<file path="src/logic/udpf_pkg.sv">
/*
 * Constants shared by the dual-mode pin function block: register offsets,
 * field positions, reset values and address decode tables.
 * Assumes a 32-bit AXI4-Lite register bus and a 10-bit I/O address on pins.
 */
`default_nettype none
package udpf_pkg;
	// ==========================================================
	// register map (byte addresses)
	localparam logic [3:0]  UDPF_OFS_MDM_CTL  = 4'h0;
	localparam logic [3:0]  UDPF_OFS_INT_EN   = 4'h4;
	localparam logic [3:0]  UDPF_OFS_FEAT_CTL = 4'h8;
	localparam logic [3:0]  UDPF_OFS_STAT     = 4'hC;
	// ==========================================================
	// field positions
	localparam int          UDPF_MDM_CTL_OUT1 = 2;
	localparam int          UDPF_MDM_CTL_OUT2 = 3;
	localparam int          UDPF_FEAT_CTL_DIR = 3;
	localparam int          UDPF_INT_EN_RXAV  = 0;
	localparam int          UDPF_INT_EN_TXMT  = 1;
	localparam int          UDPF_INT_EN_RXERR = 2;
	localparam int          UDPF_INT_EN_MODEM = 3;
	// ==========================================================
	// reset values
	localparam logic [7:0]  UDPF_MDM_CTL_RST  = 8'h00;
	localparam logic [3:0]  UDPF_INT_EN_RST   = 4'h0;
	localparam logic [7:0]  UDPF_FEAT_CTL_RST = 8'h00;
	localparam logic [12:0] UDPF_PIN_RST      = 13'h1FFF;
	// ==========================================================
	// bus answers
	localparam logic [1:0]  UDPF_RESP_OKAY    = 2'h0;
	localparam logic [1:0]  UDPF_RESP_SLVERR  = 2'h2;
	// ==========================================================
	// address decode, compared against address lines 9..3
	localparam logic [6:0]  UDPF_COM_BASE [8] = '{7'h7F, 7'h5F, 7'h7D, 7'h5D,
		7'h7C, 7'h5C, 7'h7E, 7'h5E};
	localparam logic [6:0]  UDPF_LPT1_BASE    = 7'h6F;
	localparam logic [6:0]  UDPF_PRINTER_DECODE_2_N_BASE    = 7'h4F;
endpackage : udpf_pkg
`default_nettype wire

</file>
<file path="src/logic/udpf_pins.sv">
/*
 * Mode-dependent pin functions of a FIFO UART: interrupt/ready pins, baud
 * clock out, receive clock select, address decode, drive disable, user and
 * RS-485 direction outputs, with an AXI4-Lite register slave.
 * Assumes UART core status inputs share i_clk_sys; pins are asynchronous.
 */
// Local design decisions: the AXI4-Lite slave port and the register offsets.
`timescale 1ns/1ns
`default_nettype none
module udpf_pins import udpf_pkg::*; (
	input  wire logic        i_clk_sys,
	input  wire logic        i_rst,
	input  wire logic [3:0]  i_s_axi_awaddr,
	input  wire logic        i_s_axi_awvalid,
	output logic             o_s_axi_awready,
	input  wire logic [31:0] i_s_axi_wdata,
	input  wire logic [3:0]  i_s_axi_wstrb,
	input  wire logic        i_s_axi_wvalid,
	output logic             o_s_axi_wready,
	output logic [1:0]       o_s_axi_bresp,
	output logic             o_s_axi_bvalid,
	input  wire logic        i_s_axi_bready,
	input  wire logic [3:0]  i_s_axi_araddr,
	input  wire logic        i_s_axi_arvalid,
	output logic             o_s_axi_arready,
	output logic [31:0]      o_s_axi_rdata,
	output logic [1:0]       o_s_axi_rresp,
	output logic             o_s_axi_rvalid,
	input  wire logic        i_s_axi_rready,
	input  wire logic        i_mode_select,
	input  wire logic        i_port_choice_1,
	input  wire logic        i_port_choice_2,
	input  wire logic        i_port_choice_3,
	input  wire logic [6:0]  i_addr_hi,
	input  wire logic        i_addr_enable_n,
	input  wire logic        i_wide_bus_option_n,
	input  wire logic        i_rx_error,
	input  wire logic        i_rx_avail,
	input  wire logic        i_tx_space,
	input  wire logic        i_tx_hold_empty,
	input  wire logic        i_modem_change,
	input  wire logic        i_tx_busy,
	input  wire logic        i_baud16x_en,
	input  wire logic        i_host_read,
	input  wire logic        i_break_status_bit,
	output logic             o_pc_int_line_a,
	output logic             o_pc_int_line_a_oe_n,
	output logic             o_pc_int_line_b,
	output logic             o_pc_int_line_c,
	output logic             o_baud_clock_out_n,
	output logic             o_drive_disable_n,
	output logic             o_user_output_1_n,
	output logic             o_user_output_2_n,
	output logic             o_port_choice_3_oe_n,
	output logic             o_rx_clk_en,
	output logic             o_com_hit,
	output logic             o_serial_enable
);
	// ==========================================================
	// pin synchronisers
	logic [12:0] pin_s;
	logic        rclk_d_r;

	udpf_sync2 #(.W(13), .RST(UDPF_PIN_RST)) u_sync (
		.i_clk_sys (i_clk_sys),
		.i_rst     (i_rst),
		.i_async   ({i_mode_select, i_port_choice_3, i_port_choice_2, i_port_choice_1,
			i_addr_hi, i_addr_enable_n, i_wide_bus_option_n}),
		.o_sync    (pin_s)
	);

	wire       pc_mode   = ~pin_s[12];
	wire [2:0] choice    = {pin_s[11], pin_s[10], pin_s[9]};
	wire       rclk_s    = pin_s[10];
	wire [6:0] addr_s    = pin_s[8:2];
	wire       aen_s     = ~pin_s[1];
	wire       wide_bus  = ~pin_s[0];

	// ==========================================================
	// registers
	logic [7:0] mdm_ctl_r;
	logic [3:0] int_en_r;
	logic [7:0] feat_ctl_r;

	// ==========================================================
	// AXI4-Lite write channel
	logic        aw_hold_r;
	logic        w_hold_r;
	logic [3:0]  awaddr_r;
	logic [31:0] wdata_r;
	logic [3:0]  wstrb_r;
	logic        bvalid_r;

	wire aw_take   = i_s_axi_awvalid & o_s_axi_awready;
	wire w_take    = i_s_axi_wvalid & o_s_axi_wready;
	wire do_write  = aw_hold_r & w_hold_r;
	wire aw_nxt    = (aw_hold_r | aw_take) & ~do_write;
	wire w_nxt     = (w_hold_r | w_take) & ~do_write;
	wire bv_nxt    = do_write | (bvalid_r & ~i_s_axi_bready);
	wire wr_lane0  = do_write & wstrb_r[0];
	wire wr_mdm_ctl  = wr_lane0 & (awaddr_r == UDPF_OFS_MDM_CTL);
	wire wr_int_en   = wr_lane0 & (awaddr_r == UDPF_OFS_INT_EN);
	wire wr_feat_ctl = wr_lane0 & (awaddr_r == UDPF_OFS_FEAT_CTL);
	wire wr_mapped   = (awaddr_r == UDPF_OFS_MDM_CTL) | (awaddr_r == UDPF_OFS_INT_EN)
		| (awaddr_r == UDPF_OFS_FEAT_CTL);

	always_ff @(posedge i_clk_sys or posedge i_rst) begin
		if (i_rst) begin
			aw_hold_r       <= 1'b0;
			w_hold_r        <= 1'b0;
			awaddr_r        <= 4'h0;
			wdata_r         <= 32'h0000_0000;
			wstrb_r         <= 4'h0;
			bvalid_r        <= 1'b0;
			o_s_axi_awready <= 1'b0;
			o_s_axi_wready  <= 1'b0;
			o_s_axi_bresp   <= UDPF_RESP_OKAY;
		end else begin
			aw_hold_r       <= aw_nxt;
			w_hold_r        <= w_nxt;
			bvalid_r        <= bv_nxt;
			o_s_axi_awready <= ~aw_nxt & ~do_write & ~bv_nxt;
			o_s_axi_wready  <= ~w_nxt & ~do_write & ~bv_nxt;
			if (aw_take) begin
				awaddr_r <= i_s_axi_awaddr;
			end
			if (w_take) begin
				wdata_r <= i_s_axi_wdata;
				wstrb_r <= i_s_axi_wstrb;
			end
			if (do_write) begin
				o_s_axi_bresp <= wr_mapped ? UDPF_RESP_OKAY : UDPF_RESP_SLVERR;
			end
		end
	end
	assign o_s_axi_bvalid = bvalid_r;

	// host access stays live during reset release; registers clear under reset
	always_ff @(posedge i_clk_sys or posedge i_rst) begin
		if (i_rst) begin
			mdm_ctl_r  <= UDPF_MDM_CTL_RST;
			int_en_r   <= UDPF_INT_EN_RST;
			feat_ctl_r <= UDPF_FEAT_CTL_RST;
		end else begin
			if (wr_mdm_ctl) begin
				mdm_ctl_r <= wdata_r[7:0];
			end
			if (wr_int_en) begin
				int_en_r <= wdata_r[3:0];
			end
			if (wr_feat_ctl) begin
				feat_ctl_r <= wdata_r[7:0];
			end
		end
	end

	// ==========================================================
	// interrupt qualification
	logic [3:0] cond;
	assign cond[UDPF_INT_EN_RXAV]  = i_rx_avail;
	assign cond[UDPF_INT_EN_TXMT]  = i_tx_hold_empty;
	assign cond[UDPF_INT_EN_RXERR] = i_rx_error;
	assign cond[UDPF_INT_EN_MODEM] = i_modem_change;
	wire irq_any  = |(cond & int_en_r);
	wire irq_qual = irq_any & mdm_ctl_r[UDPF_MDM_CTL_OUT2];

	// ==========================================================
	// address decode, PC mode only; receive clock edge detect for standard mode
	wire com_hit_w  = pc_mode & aen_s & (addr_s == UDPF_COM_BASE[choice]);
	wire lpt1_hit   = pc_mode & aen_s & (addr_s == UDPF_LPT1_BASE);
	wire printer_decode_2_n_hit   = pc_mode & aen_s & (addr_s == UDPF_PRINTER_DECODE_2_N_BASE);
	wire rclk_rise  = rclk_s & ~rclk_d_r;

	// ==========================================================
	// AXI4-Lite read channel
	logic rvalid_r;
	wire ar_take = i_s_axi_arvalid & o_s_axi_arready;
	wire rv_nxt  = ar_take | (rvalid_r & ~i_s_axi_rready);
	wire [31:0] stat_w = {24'h000000, pc_mode, wide_bus, ~o_user_output_1_n, o_com_hit,
		i_tx_space, i_rx_avail, irq_qual, irq_any};
	logic [31:0] rd_mux;
	logic        rd_ok;
	always_comb begin
		rd_mux = 32'h0000_0000;
		rd_ok  = 1'b1;
		case (i_s_axi_araddr)
			UDPF_OFS_MDM_CTL:  rd_mux = {24'h000000, mdm_ctl_r};
			UDPF_OFS_INT_EN:   rd_mux = {28'h0000000, int_en_r};
			UDPF_OFS_FEAT_CTL: rd_mux = {24'h000000, feat_ctl_r};
			UDPF_OFS_STAT: rd_mux = stat_w;
			default:       rd_ok  = 1'b0;
		endcase
	end

	always_ff @(posedge i_clk_sys or posedge i_rst) begin
		if (i_rst) begin
			rvalid_r        <= 1'b0;
			o_s_axi_arready <= 1'b0;
			o_s_axi_rdata   <= 32'h0000_0000;
			o_s_axi_rresp   <= UDPF_RESP_OKAY;
		end else begin
			rvalid_r        <= rv_nxt;
			o_s_axi_arready <= ~rv_nxt;
			if (ar_take) begin
				o_s_axi_rdata <= rd_mux;
				o_s_axi_rresp <= rd_ok ? UDPF_RESP_OKAY : UDPF_RESP_SLVERR;
			end
		end
	end
	assign o_s_axi_rvalid = rvalid_r;

	// ==========================================================
	// pin output selection
	wire a_nxt    = pc_mode ? irq_qual : irq_any;
	wire a_oe_nxt = pc_mode ? ~mdm_ctl_r[UDPF_MDM_CTL_OUT2] : 1'b0;
	wire b_nxt    = pc_mode ? irq_qual : ~i_rx_avail;
	wire c_nxt    = pc_mode ? irq_qual : ~i_tx_space;
	wire baud_nxt = pc_mode ? ~lpt1_hit : ~i_baud16x_en;
	// external receive clock is sampled, so it must stay well below 25 MHz
	wire rxen_nxt = pc_mode ? i_baud16x_en : rclk_rise;
	wire drvdis_nxt = pc_mode ? ~printer_decode_2_n_hit
		: (wide_bus ? i_break_status_bit : ~i_host_read);
	wire uout1_nxt  = feat_ctl_r[UDPF_FEAT_CTL_DIR] ? ~i_tx_busy
		: ~mdm_ctl_r[UDPF_MDM_CTL_OUT1];

	always_ff @(posedge i_clk_sys or posedge i_rst) begin
		if (i_rst) begin
			rclk_d_r             <= 1'b1;
			o_pc_int_line_a      <= 1'b0;
			o_pc_int_line_a_oe_n <= 1'b1;
			o_pc_int_line_b      <= 1'b1;
			o_pc_int_line_c      <= 1'b1;
			o_baud_clock_out_n   <= 1'b1;
			o_drive_disable_n    <= 1'b1;
			o_user_output_1_n    <= 1'b1;
			o_user_output_2_n    <= 1'b1;
			o_port_choice_3_oe_n <= 1'b1;
			o_rx_clk_en          <= 1'b0;
			o_com_hit            <= 1'b0;
			o_serial_enable      <= 1'b0;
		end else begin
			rclk_d_r             <= rclk_s;
			o_pc_int_line_a      <= a_nxt;
			o_pc_int_line_a_oe_n <= a_oe_nxt;
			o_pc_int_line_b      <= b_nxt;
			o_pc_int_line_c      <= c_nxt;
			o_baud_clock_out_n   <= baud_nxt;
			o_drive_disable_n    <= drvdis_nxt;
			o_user_output_1_n    <= uout1_nxt;
			o_user_output_2_n    <= ~mdm_ctl_r[UDPF_MDM_CTL_OUT2];
			o_port_choice_3_oe_n <= pc_mode;
			o_rx_clk_en          <= rxen_nxt;
			o_com_hit            <= com_hit_w;
			o_serial_enable      <= 1'b1;
		end
	end
endmodule : udpf_pins
`default_nettype wire

</file>
<file path="src/logic/udpf_sync2.sv">
/*
 * Two-flop synchroniser for a group of pin inputs.
 * Assumes the inputs are asynchronous to i_clk_sys; one lane per bit.
 */
`timescale 1ns/1ns
`default_nettype none
module udpf_sync2 #(
	parameter int         W   = 1,
	parameter logic [W-1:0] RST = '0
) (
	input  wire logic         i_clk_sys,
	input  wire logic         i_rst,
	input  wire logic [W-1:0] i_async,
	output logic      [W-1:0] o_sync
);
	// ==========================================================
	// per-bit double flop; first stage feeds only the second
	genvar g;
	generate
		for (g = 0; g < W; g++) begin : g_lane
			logic meta_r;
			always_ff @(posedge i_clk_sys or posedge i_rst) begin
				if (i_rst) begin
					meta_r    <= RST[g];
					o_sync[g] <= RST[g];
				end else begin
					meta_r    <= i_async[g];
					o_sync[g] <= meta_r;
				end
			end
		end
	endgenerate
endmodule : udpf_sync2
`default_nettype wire

</file>
<file path="config.mk">
export PLATFORM = sky130hd
export DESIGN_NAME = udpf_pins
export DESIGN_NICKNAME = d
export VERILOG_FILES = /design/src/logic/udpf_pkg.sv /design/src/logic/udpf_pins.sv /design/src/logic/udpf_sync2.sv
export SDC_FILE = /design/constraint.sdc
export NUM_CORES = 1
export LEC_CHECK = 0
export BUFFER_PORTS_ARGS = -buffer_cell sky130_fd_sc_hd__buf_2
export CORE_UTILIZATION = 40
export CTS_CLUSTER_SIZE = 30
export DETAILED_ROUTE_END_ITERATION = 8
export GPL_TIMING_DRIVEN = 0
export PLACE_DENSITY_LB_ADDON = 0.08
export SKIP_LAST_GASP = 1
export SLEW_MARGIN = 20
export SYNTH_ARGS = -nofsm -noshare
export SYNTH_HDL_FRONTEND = slang
export SYNTH_SLANG_ARGS = --single-unit
</file>
<file path="constraint.sdc">
create_clock -name i_clk_sys -period 7.3 [get_ports i_clk_sys]
set_clock_uncertainty 0.2 [all_clocks]
set_input_delay 0.73 -clock i_clk_sys [delete_from_list [all_inputs] [get_ports i_clk_sys]]
set_output_delay 0.73 -clock i_clk_sys [all_outputs]
set_load 0.05 [all_outputs]
</file>
# Word level (Yosys, flattened, before mapping)
# Memories as Yosys holds them, arrays and structs flattened.
# Index checks and enable logic that the tools add are counted.
[totals] reg_bits=115 romBits=56 input_bits=73 out_inout_bits=53 elab_cells=135 n_memories=1
[mem_list] memory="(no name shown)" depth=8 word_bits=7 read_ports=1 rd_ports_with_merged_regs=0 write_ports=0 line="udpf_pins.sv:169" text="wire com_hit_w = pc_mode & aen_s & (addr_s == UDPF_COM_BASE[choice]);"
[op_classes] order_cmp=1 n_eq_ne=8 muxes=15 bitwise=51 n_reduce_logical=4
[op_table] cell="$pmux 8 s4" count=1
[op_table] cell="$and 1x1->1" count=22
[op_table] cell="$not 1->1" count=21
[op_table] cell="$eq 7x7->1 const B" count=2
[op_table] cell="$mux 7" count=2
[op_table] cell="$eq 4x4->1 const B" count=3
[op_table] cell="$mux 1" count=10
[op_table] cell="$eq 4x3->1 const B" count=2
[op_table] cell="$logic_not 4->1" count=2
[op_table] cell="$reduce_or 4->1" count=2
[op_table] cell="$eq 7x7->1" count=1
[op_table] cell="$or 1x1->1" count=6
[op_table] cell="$and 4x4->4" count=1
[op_table] cell="$ge 4x4->1 const B" count=1
[op_table] cell="$mux 2" count=2
[op_table] cell="$not 3->4" count=1

# Logic depth before layout (Yosys ltp)
# Gate-level depths: netlist (run 1).
[depth] ltp_word=6 mapped_depth=4 mapped_depth_nobuf=3

# Cells and area by module
# From an unflattened synthesis (run 1), not the netlist that was laid out.
[hier_totals] hier_cells=240 area_unflattened_um2=3493.4
[modules_own_cells] mod="udpf_pins" n_inst=1 cells_each=213 area_each_um2=2806.4 seq_area_each_um2=1587.8
[modules_own_cells] mod="udpf_sync2" n_inst=1 cells_each=27 area_each_um2=686.9 seq_area_each_um2=683.2

# Least setup slack after synthesis (run 1)
# OpenSTA, ideal clock, no wires.
[synth_path] path_type="input to register" from="input i_s_axi_arvalid" to="register o_s_axi_rdata[1]" setup_time_ns=0.079 arrival_time_ns=1.455 t_required_ns=7.021 setup_slack_ns=5.565 stages=4 path_buffers=1 path_cell_list="nand2_1 -> clkbuf_1 -> or3_1 -> a2bb2oi_1"
[synth_via] elab_chain_cells=1
[synth_lines] element="start, declared" line="udpf_pins.sv:24" text="input wire logic i_s_axi_arvalid,"
[synth_lines] element="$and 1x1->1" line="udpf_pins.sv:177" text="wire ar_take = i_s_axi_arvalid & o_s_axi_arready;"
[synth_lines] element="end signal, assigned" line="udpf_pins.sv:205" text="o_s_axi_rdata <= rd_mux;"
[synth_lines] element="end, declared" line="udpf_pins.sv:26" text="output logic [31:0] o_s_axi_rdata,"
# Every way passes these cells.
# A chain may end at the register's enable or synchronous reset.

# Final worst setup path (run 1)
[layout_path] from="register o_user_output_1_n" to="output o_user_output_1_n"
[layout_rtl] element="start, declared" line="udpf_pins.sv:52" text="output logic o_user_output_1_n,"
[layout_rtl] element="start signal, assigned" line="udpf_pins.sv:249" text="o_user_output_1_n <= uout1_nxt;"
# No word-level cell between the ends.

==> impl_metrics.env, run 1 <==
export IMPL_status="complete, no violations"
export IMPL_max_slew_margin_pct=48.35
export IMPL_synthToLayoutAreaGrowth_pct=23.13
export IMPL_grt_overflow=0
export IMPL_drc=0
export IMPL_dp_cells=442
export IMPL_grt_pass1_wl_mm=9.825
export IMPL_cp_slowest_stage_delay_ns=0.55
export IMPL_initialDrtViolationCount=44
export IMPL_synth_edf_count=0
export IMPL_initial_core_util_pct=41.84
export IMPL_rsz0062_at_grt="false"
export IMPL_path_cells="buf_2"
export IMPL_slowest_stage="dfstp_2"
export IMPL_cts_tree="yes"
export IMPL_path_max_fanout=2
export IMPL_synth_top_area_share_pct=38.72
export IMPL_clkLatencyLatePin_ns=0.35
export IMPL_track_usage_pct=14.65
export IMPL_finalPower_uw=1447
export IMPL_routedWlPerCell_um=13.10
export IMPL_vias=2071
export IMPL_setup_tns_ns=0
export IMPL_setup_viol=0
export IMPL_fin_hold_ws_ns=0.1583
export IMPL_dieArea_um2=9101
export IMPL_antenna_found_initial=0
export IMPL_combPwrFrac_pct=27.2
export IMPL_postCtsSetupBuffers=0
export IMPL_place_gp_congestion=0.6930
export IMPL_fin_crit_ns=2.083
export IMPL_cts_max_path_buffers=2
export IMPL_min_path_type="reg2reg"
export IMPL_cap_violations=0
export IMPL_cellLeakagePower_uw=0.002119
export IMPL_cts_sinks=89
export IMPL_max_clock_freq_ghz=0.4802
export IMPL_syn_inst=239
export IMPL_avgViaCountPerCell=4.522
export IMPL_io_pins=126
export IMPL_switching_share_pct=34.43
export IMPL_cts_resized=0
export IMPL_synth_area_top_cells="dfrtp_1 39%, dfstp_2 26%, mux2_2 11%, buf_4 5.6%, mux2i_1 2.6%"
export IMPL_vdd_drop_max_mv=0.1985
export IMPL_dr_pass1_iters=3
export IMPL_endpoint_kind="output port"
export IMPL_ys_warnings_count=0
export IMPL_root_buffer="clkbuf_8"
export IMPL_hold_viol=0
export IMPL_p_switching_uw=498.1
export IMPL_core_um2=8341
export IMPL_dp_hpwl_mm=4.358
export IMPL_cts_hold_buffers=0
export IMPL_die_w_um=95.40
export IMPL_slew_viol_final=0
export IMPL_power_internal_uw=948.7
export IMPL_path_delay_family="flip-flops"
export IMPL_fp_row_count=33
export IMPL_cp_num_buf_inv=1
export IMPL_required_ns=6.37
export IMPL_synth_cell_types=37
export IMPL_reg2reg_slack_ns=5.64
export IMPL_synth_area_um2=3490
export IMPL_ys_seq_area_share_pct=65.08
export IMPL_cts_buffers=9
export IMPL_wl_mm=5.999
export IMPL_port_buffers=72
export IMPL_synthFlopType="dfrtp_1"
export IMPL_arrival_ns=1.15
export IMPL_drive_gt1_share_pct=54.67
export IMPL_num_nets_final=421
export IMPL_grt_max_degree=49
export IMPL_ant_nets=0
export IMPL_power_density_nw_per_um2=336.7
export IMPL_critPathKind="reg2out"
export IMPL_yosysMostFrequentCell="dfrtp_1"
export IMPL_yosysTopAreaCell="dfrtp_1"
export IMPL_syn_area_per_cell_um2=14.60
export IMPL_die_y_um=95.40
export IMPL_p_seq_share_pct=49.9
export IMPL_synth_seq_cells=89
export IMPL_worstMarginPinSlew_ns=0.7689
export IMPL_fin_crit_sh_pct=28.53
export IMPL_cts_htree_levels=3
export IMPL_critPathLaunchType="flip-flop"
export IMPL_grt_pass1_vias=2043
export IMPL_clockPowerShare_pct=22.9
export IMPL_num_antenna_cells=0
export IMPL_synth_commonest_cells="54 x dfrtp_1, 35 x dfstp_2, 33 x mux2_2"
export IMPL_instances_no_fill=458
export IMPL_path_clk_slew_ns=0.09
export IMPL_synthArstFlopShare_pct=100.0
==> metal layers <==
metal	GRT usage (%)	part of all wire (%)
met1	19.78	47
met2	22.56	45
met3	3.270	6.2
met4	6.716	1.6
met5	0	0
==> registers in the layout, summed over array words and instances, names as in the netlist, 4 cells and up <==
name	flops
u_sync.g_lane.meta_r	13
awaddr_r	4
mdm_ctl_r	8
o_s_axi_rdata	8
wdata_r	8
int_en_r	4
u_sync.o_sync	13
feat_ctl_r	8
==> layout make-up <==
class	instances	area [um^2]
Fill cell	777	4044
Sequential cell	89	2271
Multi-Input combinational cell	138	1072
Timing Repair Buffer	73	380.4
Buffer	31	217.7
Clock buffer	11	162.7
Tap cell	105	131.4
Clock inverter	5	36.28
Inverter	6	25.02
==> power by group through the flow <==
| stage | Combinational [uW] | Sequential (uW) | Clock (uW) |
|---|---|---|---|
| 2_1_floorplan | 227 | 804 | 0 |
| 3_3_place_gp | 390 | 726 | 0 |
| 3_5_place_dp | 397 | 732 | 0 |
| 4_1_cts | 399 | 723 | 339 |
| 5_1_grt | 429 | 742 | 361 |
| 6_report | 394 | 722 | 331 |
==> cells in the final DEF, fill, tap and decap left out, types with 3 or more instances in the layout <==
cell type / netlist / layout
buf_4: 26 / 26
mux2_2: 33 / 33
nor2b_1: 4 / 4
clkbuf_8: 0 / 10
buf_2: 3 / 75
inv_1: 6 / 5
a22o_1: 6 / 6
mux2i_1: 9 / 9
dfrtp_1: 54 / 54
a21oi_1: 5 / 5
o21ai_0: 3 / 3
a211oi_1: 3 / 3
dfstp_2: 35 / 35
conb_1: 2 / 27
nand2_1: 11 / 11
o22ai_1: 5 / 5
nor2_1: 4 / 4
a22oi_1: 4 / 4
==> per-stage QoR <==
stage                     util, %  setup WS [ns]  area, um^2
final                       51.52          5.217        4297
after CTS                   51.52          5.198        4297
after global placement      48.86          3.115        4075
after detailed placement    49.13          5.240        4098
after floorplan                 -          4.121        3583
after global routing        51.52          5.180        4297
==> cells by family after synthesis <==
| logic type | count (synthesis) | synth area share (%) |
|---|---|---|
| compound gates | 33 | 6.705 |
| xor+xnor | 2 | 0.5021 |
| buf+inv | 37 | 6.884 |
| flops | 89 | 65.08 |
| mux | 44 | 14.52 |
| other cells | 2 | 0.2152 |
| simple gates | 32 | 6.095 |
==> final timing paths <==
check,from,endpoint,cells after the start
setup / recovery,o_user_output_1_n$_DFF_PP1_,o_user_output_1_n,1
hold / removal,u_sync.g_lane[8].meta_r$_DFF_PP1_,u_sync.o_sync[8]$_DFF_PP1_,0
setup reg to reg,aw_hold_r$_DFF_PP0_,feat_ctl_r[3]$_DFFE_PP0P_,4
hold reg to reg,u_sync.g_lane[8].meta_r$_DFF_PP1_,u_sync.o_sync[8]$_DFF_PP1_,0
max in group asynchronous,i_rst,o_user_output_2_n$_DFF_PP1_,3
min in group asynchronous,i_rst,mdm_ctl_r[0]$_DFFE_PP0P_,2
No activity file was read; power rests on OpenSTA's default activity.
==> run 2: changes to the inputs <==
clock period = 2.01 ns   (was 7.3 ns; I/O delays follow)
==> impl_metrics.env, run 2 (same netlist as run 1, synthesis figures left out) <==
export IMPL_status="complete, no violations"
export IMPL_timing_rr_start="aw_hold_r$_DFF_PP0_"
export IMPL_worstMarginPinSlew_ns=0.8287
export IMPL_place_area_um2=4154
export IMPL_initial_core_util_pct=41.84
export IMPL_setup_viol=0
export IMPL_path_max_fanout=7
export IMPL_cts_max_path_buffers=2
export IMPL_final_common_cell="buf_2"
export IMPL_drc=0
export IMPL_core_um2=8341
export IMPL_antenna_found_initial=0
export IMPL_track_usage_pct=15.65
export IMPL_num_nets_final=464
export IMPL_cts_tree="yes"
export IMPL_fin_area_um2=4751
export IMPL_ant_nets=0
export IMPL_fin_crit_ns=1.707
export IMPL_reg2reg_depth=4
export IMPL_io_pins=126
export IMPL_cts_htree_levels=3
export IMPL_top_regs="u_sync.g_lane.meta_r: 13 flops, u_sync.o_sync: 13 flops"
export IMPL_reg2reg_slack_ns=0.36
export IMPL_fp_row_count=33
export IMPL_place_gp_congestion=0.6812
export IMPL_port_buffers=72
export IMPL_grt_pass1_wl_mm=10.58
export IMPL_dr_pass1_iters=4
export IMPL_slew_viol_final=0
export IMPL_path_clk_slew_ns=0.10
export IMPL_cellLeakagePower_uw=0.002302
export IMPL_dp_hpwl_mm=4.487
export IMPL_setup_tns_ns=0
export IMPL_postCtsSetupBuffers=0
export IMPL_crit_path_end="o_s_axi_rdata[4]$_DFFE_PP0P_"
export IMPL_required_ns=2.10
export IMPL_die_w_um=95.40
export IMPL_drive_gt1_share_pct=49.24
export IMPL_power_density_nw_per_um2=1115
export IMPL_fin_crit_sh_pct=84.94
export IMPL_grt_max_degree=31
export IMPL_fin_util_pct=56.96
export IMPL_routedWlPerCell_um=12.74
export IMPL_rsz0062_at_grt="false"
export IMPL_initialDrtViolationCount=82
export IMPL_synthToLayoutAreaGrowth_pct=36.14
export IMPL_cts_sinks=89
export IMPL_hold_viol=0
export IMPL_clkLatencyLatePin_ns=0.35
export IMPL_avgViaCountPerCell=4.471
export IMPL_regToRegEndpoint="feat_ctl_r[1]$_DFFE_PP0P_"
export IMPL_vias=2240
export IMPL_max_slew_margin_pct=44.33
export IMPL_wl_mm=6.383
export IMPL_num_antenna_cells=0
export IMPL_max_clock_freq_ghz=0.5857
export IMPL_endpoint_kind="flip-flop"
export IMPL_dieArea_um2=9101
export IMPL_critPathLaunchType="primary input"
export IMPL_cap_violations=0
export IMPL_grt_overflow=0
export IMPL_arrival_ns=1.80
export IMPL_root_buffer="clkbuf_8"
export IMPL_critPathKind="in2reg"
export IMPL_die_y_um=95.40
export IMPL_min_path_type="in2reg"
export IMPL_place_ws_ns=0.3496
export IMPL_cts_buffers=9
export IMPL_instances_no_fill=501
export IMPL_vdd_drop_max_mv=0.6863
export IMPL_fin_ws_ns=0.3027
export IMPL_startpoint="i_s_axi_arvalid"
export IMPL_final_cell_mix="75 x buf_2, 54 x dfrtp_1, 41 x dlygate4sd3_1"
export IMPL_dp_cells=444
export IMPL_grt_pass1_vias=2224
## run 2: cell types whose count changed in the layout (fill, tap and decap cells not counted)
cell / change
inv_8: +2
clkbuf_8: -1
clkinv_2: -2
clkbuf_16: -1
buf_16: +2
clkinvlp_4: +2
dlygate4sd3_1: +41
## run 2: how the worst min path moves through the flow
stage	from	endpoint	slack [ns]	depth (start not counted)
6_report	i_s_axi_araddr[2]	o_s_axi_rdata[3]$_DFFE_PP0P_	0.13	3
5_1_grt	i_s_axi_araddr[2]	o_s_axi_rdata[2]$_DFFE_PP0P_	0.14	3
4_1_cts	i_s_axi_araddr[2]	o_s_axi_rdata[2]$_DFFE_PP0P_	0.12	3
3_3_place_gp	i_addr_hi[2]	u_sync.g_lane[4].meta_r$_DFF_PP1_	0.11	1
2_1_floorplan	i_wide_bus_option_n	u_sync.g_lane[0].meta_r$_DFF_PP1_	0.005	0
3_5_place_dp	i_rst	wdata_r[6]$_DFFE_PP0P_	0.06	2
## run 2: through the flow
step / power (uW) / hold WS [ns]
CTS: 5363 / 0.1189
floorplan: 3742 / 0.005478
global placement: 4057 / 0.1054
global route: 5611 / 0.1372
detailed placement: 4112 / 0.05528
finish: 5297 / 0.1308
## run 2: where the power goes
group | internal (uW) | leakage, uW | switching [uW]
clock | 476 | 0.0000942 | 679
combinational | 671 | 0.00115 | 854
sequential | 2290 | 0.00106 | 330
total | 3430 | 0.00230 | 1860
## run 2: cell type report
class	instances	area, um^2
clock inverters	7	62.56
clock buffers	9	123.9
inverters	6	26.28
repair buffers	116	845.8
fillers	730	3590
well taps	105	131.4
multi-input cells	138	1072
plain buffers	31	217.7
flip-flops and latches	89	2271
## run 2: metal layers
metal | global-route usage [%] | routed length [um] | up-vias
met5 | 0 | 0 | -
met4 | 6.716 | 58 | 0
met3 | 2.791 | 322 | 4
met2 | 25.12 | 3070 | 71
met1 | 20.88 | 2931 | 1069
li1 | - | - | 1096
## run 2: worst max-delay path, cell delays in order
cell	delay, ns
dlygate4sd3_1	0.53
buf_2	0.13
nand2_1	0.06
nor3_1	0.64
a22o_1	0.23
## run 2: what timing repair did
action / in CTS / in global routing
hold buffers: 41 / 0
hold endpoints to repair: 77 / 0
gates resized for setup: 0 / 0
==> run 3: changes to the inputs <==
clock period = 1.4 ns   (was 2.01 ns; I/O delays follow)
==> impl_metrics.env, run 3 (same netlist as run 1, synthesis figures left out) <==
export IMPL_status="finished with violations"
export IMPL_failed_checks="negative hold slack, negative setup slack"
export IMPL_avgViaCountPerCell=4.465
export IMPL_required_ns=1.45
export IMPL_ant_nets=0
export IMPL_drive_gt1_share_pct=53.27
export IMPL_cp_num_buf_inv=1
export IMPL_fp_row_count=33
export IMPL_setup_viol=21
export IMPL_slew_viol_final=0
export IMPL_grt_pass1_wl_mm=10.73
export IMPL_wl_mm=6.604
export IMPL_grt_pass1_vias=2259
export IMPL_p_switching_uw=2699
export IMPL_fin_hold_ws_ns=-0.01002
export IMPL_cts_buffers=9
export IMPL_cts_max_path_buffers=2
export IMPL_core_um2=8341
export IMPL_port_buffers=72
export IMPL_place_ws_ns=-0.2569
export IMPL_place_gp_congestion=0.7083
export IMPL_path_cells="and4bb_4 -> buf_6 -> nand4b_4 -> mux2_4"
export IMPL_final_common_cell="buf_2"
export IMPL_fin_crit_ns=1.660
export IMPL_die_w_um=95.40
export IMPL_path_max_fanout=4
export IMPL_n_fill_cell=697
export IMPL_cts_tree="yes"
export IMPL_root_buffer="clkbuf_8"
export IMPL_arrival_ns=1.70
export IMPL_grt_max_degree=36
export IMPL_power_density_nw_per_um2=1622
export IMPL_critPathLaunchType="flip-flop"
export IMPL_power_internal_uw=5301
export IMPL_hold_viol=1
export IMPL_cts_htree_levels=3
export IMPL_num_antenna_cells=0
export IMPL_worstMarginPinSlew_ns=0.6691
export IMPL_fin_crit_sh_pct=118.5
export IMPL_num_nets_final=466
export IMPL_synthToLayoutAreaGrowth_pct=41.34
export IMPL_critPathKind="reg2reg"
export IMPL_finalPower_uw=8000
export IMPL_path_delay_family="simple AND/OR/NAND/NOR gates"
export IMPL_final_cell_mix="65 x buf_2, 50 x dfrtp_1, 40 x dlygate4sd3_1"
export IMPL_cap_violations=0
export IMPL_switching_share_pct=33.73
export IMPL_track_usage_pct=15.99
export IMPL_cellLeakagePower_uw=0.002376
export IMPL_endpoint_kind="flip-flop"
export IMPL_slowest_stage="and4bb_4"
export IMPL_max_slew_margin_pct=55.30
export IMPL_clkLatencyLatePin_ns=0.35
export IMPL_routedWlPerCell_um=13.13
export IMPL_cp_slowest_stage_delay_ns=0.40
export IMPL_grt_overflow=0
export IMPL_initialDrtViolationCount=73
export IMPL_vdd_drop_max_mv=1.091
export IMPL_min_path_type="in2reg"
export IMPL_top_regs="u_sync.g_lane.meta_r: 13 flops, u_sync.o_sync: 13 flops"
export IMPL_path_clk_slew_ns=0.09
export IMPL_max_clock_freq_ghz=0.6026
export IMPL_p_seq_share_pct=47.2
export IMPL_dr_pass1_iters=4
export IMPL_drc=0
export IMPL_io_pins=126
export IMPL_vias=2246
export IMPL_fin_ws_ns=-0.2595
export IMPL_dp_hpwl_mm=4.426
export IMPL_die_y_um=95.40
export IMPL_dieArea_um2=9101
export IMPL_rsz0062_at_grt="true"
export IMPL_initial_core_util_pct=41.84
export IMPL_combPwrFrac_pct=30.2
export IMPL_clockPowerShare_pct=22.6
export IMPL_cts_sinks=89
export IMPL_antenna_found_initial=0
-- run 3: cell types whose count changed in the layout (fill, tap and decap cells not counted), moves of 4 or more --
cell	change
buf_2	-10
buf_4	+5
buf_6	+6
buf_8	+5
dfrtp_1	-4
dfrtp_2	+4
-- run 3: worst paths after layout --
kind	endpoint	from	slack, ns	cells past startpoint
worst max register to register	int_en_r[1]$_DFFE_PP0P_	awaddr_r[0]$_DFFE_PP0P_	-0.26	4
worst min register to register	u_sync.o_sync[8]$_DFF_PP1_	u_sync.g_lane[8].meta_r$_DFF_PP1_	0.15	0
max in group asynchronous	u_sync.g_lane[6].meta_r$_DFF_PP1_	i_rst	0.13	4
worst max-delay path	int_en_r[1]$_DFFE_PP0P_	awaddr_r[0]$_DFFE_PP0P_	-0.26	4
min in group asynchronous	awaddr_r[3]$_DFFE_PP0P_	i_rst	0.23	3
worst min-delay path	o_s_axi_rdata[1]$_DFFE_PP0P_	i_s_axi_arvalid	-0.01	3
-- run 3: tightest hold or removal path, stage by stage --
cell and delay, ns:
buf_2 0.12, o2111ai_1 0.10, a2bb2oi_2 0.14
-- run 3: area by class of cell --
| class | count | area (um^2) | share of cell area (%) |
|---|---|---|---|
| inverter | 6 | 26.28 | 0.5327 |
| clock buffer | 11 | 173.9 | 3.526 |
| buffer | 30 | 231.5 | 4.693 |
| timing repair buffer | 119 | 909.6 | 18.44 |
| tap | 105 | 131.4 | 2.664 |
| sequential | 89 | 2276 | 46.14 |
| clock inverter | 5 | 40.04 | 0.8118 |
| multi-input combinational | 138 | 1144 | 23.19 |
-- run 3: what timing repair did --
| action | CTS | global route |
|---|---|---|
| gates resized for setup | 22 | 12 |
| gates cloned | 0 | 0 |
| buffers inserted | 6 | 0 |
| endpoints found under the setup margin | 36 | 36 |
| hold buffers | 41 | 0 |
| hold endpoints to repair | 72 | 0 |
| pin swaps | 2 | 4 |
-- run 3: power groups by stage --
stage          Sequential [uW]  Clock (uW)  Combinational (uW)
3_3_place_gp              3790           0                2050
2_1_floorplan             4200           0                1200
3_5_place_dp              3820           0                2100
4_1_cts                   3770        1880                2390
5_1_grt                   3870        1980                2610
6_report                  3780        1800                2420
-- run 3: routing by layer --
layer | track usage (%) | wire, um | vias up
li1 | - | - | 1104
met1 | 21.40 | 3039 | 1055
met2 | 25.30 | 3121 | 76
met3 | 2.392 | 307 | 11
met4 | 8.209 | 135 | 0
met5 | 0 | 0 | -
-- run 3: metrics by stage --
step / util [%] / setup TNS (ns) / instance area (um^2) / cells
6_report: 59.14 / -4.067 / 4932 / 503
5_1_grt: 59.14 / -5.299 / 4932 / 503
4_1_cts: 58.61 / -3.787 / 4888 / 505
3_5_place_dp: 49.70 / -5.091 / 4145 / 443
3_3_place_gp: 49.22 / -41.01 / 4105 / 441
2_1_floorplan: - / -2.327 / 3613 / 264
